[src/fndc_defines.vh]
/*
 * Constants for the feedback divider and loop-mode control block.
 * Assumes it is included by bare name from the design files.
 */
`ifndef FNDC_DEFINES_VH
`define FNDC_DEFINES_VH

`define FNDC_N_W 12
`define FNDC_DEN_W 32
`define FNDC_ACC_W 33
`define FNDC_N_RST 12'h064
`define FNDC_DEN_RST 32'h000003e8
`define FNDC_NUM_RST 32'h00000000
`define FNDC_ORDER_RST 3'h0
`define FNDC_MOD_INT 3'h0
`define FNDC_MOD_FIRST 3'h1
`define FNDC_MOD_SECOND 3'h2
`define FNDC_MOD_THIRD 3'h3
`define FNDC_MOD_FOURTH 3'h4
`define FNDC_LOOP_DUAL 2'h0
`define FNDC_LOOP_SINGLE 2'h3
`define FNDC_ADJ_EXT 2'h3
`define FNDC_CAL_ADDR 7'h00
`define FNDC_CAL_BIT 3
`define FNDC_CAL_SETTLE_NS 1000
`define FNDC_CAL_SETTLE_CYC ((`FNDC_CAL_SETTLE_NS + 9) / 10)
`define FNDC_CAL_STEPS 5'h10
`define FNDC_TUNE_MID 8'h80

`endif

[src/fndc_mash.v]
/*
 * Multi-stage noise-shaping modulator of selectable order 1 to 4.
 * Assumes step is a one-cycle pulse, once per feedback-divider cycle.
 */
`timescale 1ns/1ps
`include "fndc_defines.vh"

module fndc_mash (
    // Clock and reset.
    input wire mclk,
    input wire rst,
    // Control.
    input wire step,
    input wire [2:0] order,
    input wire [31:0] num,
    input wire [31:0] den,
    // Result.
    output reg signed [4:0] offset_q
);

reg [31:0] acc_q [0:3];
reg [3:0] cy_q;
reg [3:0] cy_d1_q;
reg [3:0] cy_d2_q;
reg [3:0] cy_d3_q;
reg [31:0] in_v;
reg [32:0] sum_v;
reg [3:0] cy_v;
reg [31:0] nxt_v [0:3];
reg signed [6:0] sum_o;
integer i;
integer j;

function signed [6:0] fndc_diff;
    input c;
    input p;
    begin
        fndc_diff = $signed({6'h00, c}) - $signed({6'h00, p});
    end
endfunction

always @* begin
    in_v = num;
    cy_v = 4'h0;
    for (i = 0; i < 4; i = i + 1) begin
        sum_v = {1'b0, acc_q[i]} + {1'b0, in_v};
        if (sum_v >= {1'b0, den}) begin
            cy_v[i] = 1'b1;
            sum_v = sum_v - {1'b0, den};
        end
        nxt_v[i] = sum_v[31:0];
        in_v = acc_q[i];
    end
end

// Noise-shaping recombination of the stage carries.
always @* begin
    sum_o = $signed({6'h00, cy_q[0]});
    if (order >= `FNDC_MOD_SECOND)
        sum_o = sum_o + fndc_diff(cy_q[1], cy_d1_q[1]);
    if (order >= `FNDC_MOD_THIRD)
        sum_o = sum_o + fndc_diff(cy_q[2], cy_d1_q[2]) - fndc_diff(cy_d1_q[2], cy_d2_q[2]);
    if (order >= `FNDC_MOD_FOURTH)
        sum_o = sum_o + fndc_diff(cy_q[3], cy_d1_q[3]) - 7'sd2 * fndc_diff(cy_d1_q[3], cy_d2_q[3])
              + fndc_diff(cy_d2_q[3], cy_d3_q[3]);
end

always @(posedge mclk) begin
    if (rst) begin
        for (j = 0; j < 4; j = j + 1)
            acc_q[j] <= 32'h00000000;
        cy_q <= 4'h0;
        cy_d1_q <= 4'h0;
        cy_d2_q <= 4'h0;
        cy_d3_q <= 4'h0;
        offset_q <= 5'sd0;
    end else if (step) begin
        for (j = 0; j < 4; j = j + 1)
            acc_q[j] <= (order == `FNDC_MOD_INT || den == 32'h0) ? 32'h0 : nxt_v[j];
        cy_q <= (order == `FNDC_MOD_INT) ? 4'h0 : cy_v;
        cy_d1_q <= cy_q;
        cy_d2_q <= cy_d1_q;
        cy_d3_q <= cy_d2_q;
        offset_q <= (order == `FNDC_MOD_INT) ? 5'sd0 : sum_o[4:0];
    end
end

endmodule // fndc_mash

[src/fndc_top.v]
/*
 * Feedback divider with prescaler and modulator, loop-mode outputs,
 * reference-path bypass selects and the frequency calibration sequencer.
 * Assumes the register bank delivers fields as ports and strobes a write
 * with an address; reference and oscillator edges arrive as mclk-synchronous
 * one-cycle pulses.
 */
// Contract
// - Integer divider value is twelve bits wide.
// - Modulator order selectable from first to fourth.
// - Denominator accepts any value from one up to all-ones, 32 bits.
// - Average division equals integer plus numerator over denominator.
// - Prescaler ahead of divider divides oscillator by two or four.
// - Dual-loop detection is the default unless extended mode set; code leaves dual loop only when detector_loop_select selects single loop.
// - Writing control register zero with trigger set starts calibration.
// - Calibration parks the tuning point mid first, then adjusts oscillator.
// - Doubler enabled forces prescaler to divide by four.
// - Each reference-path stage can be bypassed independently.
// - Input doubler acts on both edges, doubling the reference rate.
// - Output phase shifts in steps of the fractional denominator.
`timescale 1ns/1ps
`include "fndc_defines.vh"

module fndc_top (
    // Clock and reset.
    input wire mclk,
    input wire rst,
    // Divider settings.
    input wire [11:0] int_div,
    input wire [31:0] frac_num,
    input wire [31:0] fraction_denominator,
    input wire [2:0] mod_order,
    input wire presc_div4,
    input wire oscillator_doubler_enable,
    input wire [31:0] phase_seed,
    input wire phase_seed_load,
    // Loop mode settings.
    input wire [1:0] detector_loop_select,
    input wire [1:0] cal_low_compare_adjust,
    input wire [1:0] cal_high_compare_adjust,
    input wire [3:0] detector_delay_select,
    // Reference path bypass controls.
    input wire ref_doubler_en,
    input wire ref_prediv_en,
    input wire ref_mult_en,
    input wire ref_postdiv_en,
    input wire [7:0] ref_prediv,
    input wire [7:0] ref_postdiv,
    // Register bank write strobe.
    input wire reg_wr,
    input wire [6:0] reg_addr,
    input wire [15:0] reg_data,
    // Event inputs.
    input wire osc_edge,
    input wire reference_input_rise,
    input wire reference_input_fall,
    input wire mult_edge,
    input wire cal_freq_high,
    // Divider outputs.
    output reg fb_pulse_q,
    output reg [11:0] inst_div_q,
    // Reference path output.
    output reg ref_pulse_q,
    // Loop mode outputs.
    output reg dual_loop_q,
    output reg [3:0] delay_sel_q,
    // Calibration outputs.
    output reg cal_busy_q,
    output reg cal_done_q,
    output reg tune_force_q,
    output reg [7:0] osc_band_q
);

////////////////////////////////////////////////////////////////////////////
localparam ST_IDLE = 4'b0001;
localparam ST_PARK = 4'b0010;
localparam ST_SEARCH = 4'b0100;
localparam ST_DONE = 4'b1000;

reg [1:0] pre_cnt_q;
reg pre_tick;
reg [11:0] n_cnt_q;
reg mash_step;
wire signed [4:0] mash_off;
reg [12:0] div_sum;
reg seed_pend_q;

////////////////////////////////////////////////////////////////////////////
// Prescaler; doubler forces divide by four.
always @* begin
    pre_tick = 1'b0;
    if (osc_edge) begin
        if (presc_div4 || oscillator_doubler_enable)
            pre_tick = (pre_cnt_q == 2'h3);
        else
            pre_tick = pre_cnt_q[0];
    end
end

always @(posedge mclk) begin
    if (rst)
        pre_cnt_q <= 2'h0;
    else if (osc_edge)
        pre_cnt_q <= pre_tick ? 2'h0 : pre_cnt_q + 2'h1;
end

////////////////////////////////////////////////////////////////////////////
// Twelve-bit divider reloaded each cycle from the dithered value.
always @* begin
    mash_step = pre_tick && (n_cnt_q <= 12'h001);
    div_sum = {1'b0, int_div} + {{8{mash_off[4]}}, mash_off};
end

always @(posedge mclk) begin
    if (rst) begin
        n_cnt_q <= 12'h000;
        inst_div_q <= `FNDC_N_RST;
        fb_pulse_q <= 1'b0;
    end else begin
        fb_pulse_q <= mash_step;
        if (pre_tick) begin
            if (mash_step) begin
                n_cnt_q <= div_sum[11:0];
                inst_div_q <= div_sum[11:0];
            end else begin
                n_cnt_q <= n_cnt_q - 12'h001;
            end
        end
    end
end

// One extra numerator of seed added on the next step shifts phase.
function [31:0] phase_pend_num;
    input pend;
    input [31:0] num;
    input [31:0] seed;
    begin
        phase_pend_num = pend ? num + seed : num;
    end
endfunction

fndc_mash u_mash (
    .mclk(mclk),
    .rst(rst),
    .step(mash_step),
    .order(mod_order),
    .num(phase_pend_num(seed_pend_q, frac_num, phase_seed)),
    .den(fraction_denominator),
    .offset_q(mash_off)
);

always @(posedge mclk) begin
    if (rst) begin
        seed_pend_q <= 1'b0;
    end else begin
        if (phase_seed_load)
            seed_pend_q <= 1'b1;
        else if (mash_step)
            seed_pend_q <= 1'b0;
    end
end

////////////////////////////////////////////////////////////////////////////
// Reference path: doubler, pre-divider, multiplier, post-divider.
reg [7:0] pre_cnt_r_q;
reg [7:0] post_cnt_q;
reg s1;
reg s2;
reg s3;
reg [8:0] pre_step;
reg [8:0] post_step;

function [8:0] fndc_divstep;
    input in;
    input [7:0] cnt;
    input [7:0] div;
    begin
        if (!in)
            fndc_divstep = {1'b0, cnt};
        else if (cnt + 8'h01 >= div)
            fndc_divstep = {1'b1, 8'h00};
        else
            fndc_divstep = {1'b0, cnt + 8'h01};
    end
endfunction

always @* begin
    s1 = ref_doubler_en ? (reference_input_rise | reference_input_fall)
                        : reference_input_rise;
    pre_step = fndc_divstep(s1, pre_cnt_r_q, ref_prediv);
    s2 = ref_prediv_en ? pre_step[8] : s1;
    s3 = ref_mult_en ? mult_edge : s2;
    post_step = fndc_divstep(s3, post_cnt_q, ref_postdiv);
end

always @(posedge mclk) begin
    if (rst) begin
        pre_cnt_r_q <= 8'h00;
        post_cnt_q <= 8'h00;
        ref_pulse_q <= 1'b0;
    end else begin
        pre_cnt_r_q <= pre_step[7:0];
        post_cnt_q <= post_step[7:0];
        ref_pulse_q <= ref_postdiv_en ? post_step[8] : s3;
    end
end

////////////////////////////////////////////////////////////////////////////
// Loop mode: dual loop unless single loop selected.
always @(posedge mclk) begin
    if (rst) begin
        dual_loop_q <= 1'b1;
        delay_sel_q <= 4'h1;
    end else begin
        dual_loop_q <= (detector_loop_select != `FNDC_LOOP_SINGLE);
        delay_sel_q <= detector_delay_select;
    end
end

////////////////////////////////////////////////////////////////////////////
// Calibration sequencer, stepped by reference pulses.
reg [3:0] cal_st_q;
reg [15:0] cal_cnt_q;
reg [4:0] cal_step_q;
reg cal_req;

always @* begin
    cal_req = reg_wr && (reg_addr == `FNDC_CAL_ADDR) && reg_data[`FNDC_CAL_BIT];
end

always @(posedge mclk) begin
    if (rst) begin
        cal_st_q <= ST_IDLE;
        cal_cnt_q <= 16'h0000;
        cal_step_q <= 5'h00;
        cal_busy_q <= 1'b0;
        cal_done_q <= 1'b0;
        tune_force_q <= 1'b0;
        osc_band_q <= `FNDC_TUNE_MID;
    end else if (cal_req) begin
        cal_st_q <= ST_PARK;
        cal_cnt_q <= 16'h0000;
        cal_step_q <= 5'h00;
        cal_busy_q <= 1'b1;
        cal_done_q <= 1'b0;
        tune_force_q <= 1'b1;
        osc_band_q <= `FNDC_TUNE_MID;
    end else begin
        case (cal_st_q)
            ST_IDLE: begin
                cal_done_q <= 1'b0;
            end
            ST_PARK: begin
                if (reference_input_rise)
                    cal_cnt_q <= cal_cnt_q + 16'h0001;
                if (cal_cnt_q >= `FNDC_CAL_SETTLE_CYC)
                    cal_st_q <= ST_SEARCH;
            end
            ST_SEARCH: begin
                if (reference_input_rise) begin
                    cal_step_q <= cal_step_q + 5'h01;
                    osc_band_q <= cal_freq_high ? osc_band_q - 8'h01 : osc_band_q + 8'h01;
                    if (cal_step_q == `FNDC_CAL_STEPS - 5'h01)
                        cal_st_q <= ST_DONE;
                end
            end
            ST_DONE: begin
                tune_force_q <= 1'b0;
                cal_busy_q <= 1'b0;
                cal_done_q <= 1'b1;
                cal_st_q <= ST_IDLE;
            end
            default: begin
                cal_st_q <= ST_IDLE;
            end
        endcase
    end
end

endmodule // fndc_top

[config.mk]
export PLATFORM = sky130hd
export DESIGN_NAME = fndc_top
export DESIGN_NICKNAME = d
export VERILOG_FILES = /design/src/fndc_mash.v /design/src/fndc_top.v
export VERILOG_INCLUDE_DIRS = /design/src /design/src/src
export SDC_FILE = /design/constraint.sdc
export NUM_CORES = 1
export LEC_CHECK = 0
export BUFFER_PORTS_ARGS = -buffer_cell sky130_fd_sc_hd__buf_2
export CELL_PAD_IN_SITES_DETAIL_PLACEMENT = 1
export CELL_PAD_IN_SITES_GLOBAL_PLACEMENT = 1
export CORE_MARGIN = 1
export CORE_UTILIZATION = 45
export DETAILED_ROUTE_END_ITERATION = 16
export PLACE_DENSITY = 0.83
export SLEW_MARGIN = 20
export SYNTH_ARGS = -nofsm -noshare
export SYNTH_HDL_FRONTEND = slang
export SYNTH_HIERARCHICAL = 1
export SYNTH_SLANG_ARGS = --single-unit
[constraint.sdc]
create_clock -name mclk -period 20.9 [get_ports mclk]
set_input_delay 3.135 -clock mclk [delete_from_list [all_inputs] [get_ports mclk]]
set_output_delay 3.135 -clock mclk [all_outputs]
set_load 0.02 [all_outputs]
==> summary.txt <==
Die
  • Die W: about 250 um
  • IO Count: between 200 and 250
  • Rows: 89
  • Starting utilization of the core area: 0.454
  • Core area: between 0.05 and 0.06 mm2
  • Die H: about 250 um
  • DIE AREA: 0.0605 mm2

Logic synthesis
  • Synth warnings: 6
  • Synth top area share: 0.162
  • Count leader, synth: ha_1
  • Synth Register Bits: about 230
  • Synth Instances: ~3300
  • Avg Cell Area, Syn: 8.15 um2
  • Main flop type after synthesis: edfxtp_1
  • Cell variety after synth: 100
  • Largest area contributor in the netlist: ha_1
  • Post-synthesis sequential area ratio: 0.218
  • Post-synth EDFFs: 128
  • Synth cell count leaders: ha_1, a21oi_1, nor2_1
  • Synth Cell Area: approximately 0.027 mm2
  • FFs w/ async S/R, synth: 0
  • Top area cells in the synthesized netlist: ha_1, edfxtp_1, dfxtp_1
  • Syn_nets: approximately 3800

Critical path
  • R2R cell count: 21
  • Critical Path Source: frac_num[0]
  • Worst Setup End Kind: flop
  • Cell mode on critical path: ha_1
  • Reg2Reg Setup Slack: about 13 ns
  • Reg-to-Reg End: u_mash/acc_q[0][10]$_SDFFCE_PP0P_
  • Crit-path slowest cell: o41ai_1
  • Critical Path RT: roughly 21 ns
  • Crit path capture: u_mash/acc_q[0][10]$_SDFFCE_PP0P_
  • CP max stage delay: approximately 0.76 ns
  • Worst EP arrival: between 10 and 15 ns
  • Worst setup SP type: input pin
  • Critical path type: input pin to flop
  • Crit-path max FO: 31
  • Worst r2r src: seed_pend_q$_SDFFE_PP0P_

STA
  • Tcrit/Tclk final: 0.501
  • Rel. slew slack: 0.287
  • Final setup fails: 0
  • Final hold violation count: 0
  • Worst Skew: approximately 0.010 ns
  • Pins Over Slew Limit: 0
  • RSZ-0062 raised after global routing: false
  • Achievable Freq: 0.0955 GHz
  • Worst-Margin Slew: roughly 1.1 ns
  • Setup TNS: 0 ns
  • Tmin final: between 10 and 15 ns

Clock tree
  • PostCTS Resize Cnt: 0
  • H-Tree Depth: 1
  • CTS Buffer Depth: 3
  • CTS buffer count: 30
  • Clk_lat worst skew: around 0.60 ns
  • Clk sinks: roughly 230
  • CTS tree: done
  • CTS hold repair buffers: 0
  • Clk slew on worst S/H paths: 0.06 ns
  • CTS root buffer: clkbuf_16
  • Post-CTS setup buffers: 0

Cells and area
  • Fill count: approximately 7200
  • Layout cells sized above 1: 0.0970
  • Area of the multi-input gates: roughly 0.020 mm2
  • Register area: slightly below 0.006 mm2
  • Nets: 3960
  • Post-route cell area: about 0.030 mm2
  • Area growth syn-to-layout: 10.3%

Global route
  • Largest net degree at the start of global routing: roughly 70
  • Remaining global-route overflow: 0
  • Global-route wire length before repair: 136 mm
  • Vias in the first global route: between 20000 and 30000
  • Initial antenna violation count: 3
  • Total track usage: 0.277

Routing
  • Routed Antenna Nets: 0
  • DR WL/cell: 20.4 um
  • Routed vias: 25453
  • DR DRC count: 0
  • Vias/cell: about 6.0
  • Iter 0 DRT Violations: ~1600
  • Pre-Repair DR Iteration Count: 5
  • Final WL: between 80 and 90 mm

Power
  • Pleak: between 0.01 and 0.015 uW
  • Design Power: 2190 uW
  • PwrDens: ~74 mW/mm2
  • Maximum vdd drop: 0.0000775 V

Outcome
  • Outcome: complete, no violations

Place
  • Placer Congestion: approximately 0.94
  • Port-buffer cells: 185
  • Post-DP HPWL: slightly below 70 mm
  • DP Area: 0.0284 mm2

Flow run
  • Max-Cap Viols: 0

Worst hold path
  • Hold WC Path Type: flop to flop
## placed cells by master, fill, tap and decap left out, types with 36 or more instances in the layout
cell type  netlist  final
a211oi_1        45     45
a21o_1         150    150
a21oi_1        324    324
and3_1          46     46
buf_2           11    185
dfxtp_1        100    100
edfxtp_1       128    128
ha_1           346    346
inv_1          178    177
mux2i_1         81     81
nand2_1        258    257
nand2b_1        36     36
nand3_1         83     83
nand4_1         53     53
nor2_1         321    320
nor3_1          65     65
o21ai_0        157    157
o21bai_1        41     41
xnor2_1        195    195
xor2_1          85     85
## per-stage QoR
step,instances,hold slack (ns),setup slack [ns],util
final,4217,0.461,10.43,0.501
after global routing,4215,0.489,9.93,0.501
after CTS,4215,0.466,10.65,0.501
after detailed placement,4159,0.457,10.04,0.481
after global placement,4159,0.440,10.21,0.481
after floorplan,3284,0.429,11.61,-
## worst min-delay path by stage
stage | startpoint | to | cells after the start
floorplan | u_mash/offset_q[2]$_SDFFE_PP0P_ | u_mash/offset_q[2]$_SDFFE_PP0P_ | 2
global placement | inst_div_q[9]$_SDFFE_PP0P_ | inst_div_q[9]$_SDFFE_PP0P_ | 2
detailed placement | inst_div_q[9]$_SDFFE_PP0P_ | inst_div_q[9]$_SDFFE_PP0P_ | 2
CTS | inst_div_q[9]$_SDFFE_PP0P_ | inst_div_q[9]$_SDFFE_PP0P_ | 2
global route | inst_div_q[9]$_SDFFE_PP0P_ | inst_div_q[9]$_SDFFE_PP0P_ | 2
finish | inst_div_q[9]$_SDFFE_PP0P_ | inst_div_q[9]$_SDFFE_PP0P_ | 2
## power breakdown
part	internal (uW)	total, uW	switching (uW)
Sequential	491	505	14.5
Clock	374	607	233
Combinational	436	1080	646
## flip-flops by register name, summed over array words and instances (netlist names)
signal            flops
delay_sel_q           4
u_mash/offset_q       5
n_cnt_q              12
u_mash/acc_q        128
ref_pulse_q           1
dual_loop_q           1
u_mash/cy_d1_q        3
fb_pulse_q            1
u_mash/cy_d2_q        2
inst_div_q           12
pre_cnt_q             2
cal_step_q            5
tune_force_q          1
osc_band_q            8
fndc_divstep.cnt      8
pre_cnt_r_q           8
cal_done_q            1
seed_pend_q           1
cal_st_q              4
cal_cnt_q            16
u_mash/cy_q           4
u_mash/cy_d3_q        1
## metal layers
layer  wire, um  GRT usage
met1      38700      0.364
met2      41300      0.482
met3       3600     0.0260
met4       2250     0.0709
met5         13          0
## worst max-delay path: cells and delay by family
kind / cells / cell delay, ns
fa+ha+maj: 4 / 1.24
compound gates: 9 / 3.27
mux: 2 / 0.56
xor+xnor: 2 / 0.27
buf+inv: 3 / 0.58
simple gates: 7 / 1.68
## final cells by class
class	count	area share
multi-input cells	2780	0.672
inverters	178	0.0227
clock buffers	34	0.0281
clock inverters	22	0.0111
repair buffers	200	0.0352
well taps	773	0.0328
diodes	2	0.000170
flip-flops and latches	228	0.198
## kinds of logic (layout without fill, tap and decap cells)
logic type,count (synthesis),count (layout),synth area share
simple gates,1018,1018,0.181
compound gates,1011,1011,0.250
fa+ha+maj,367,367,0.177
xor+xnor,280,280,0.0916
buf+inv,276,434,0.0412
flops,228,228,0.218
mux,104,104,0.0400
other cells,0,2,0
No activity file was read; power rests on OpenSTA's default activity.
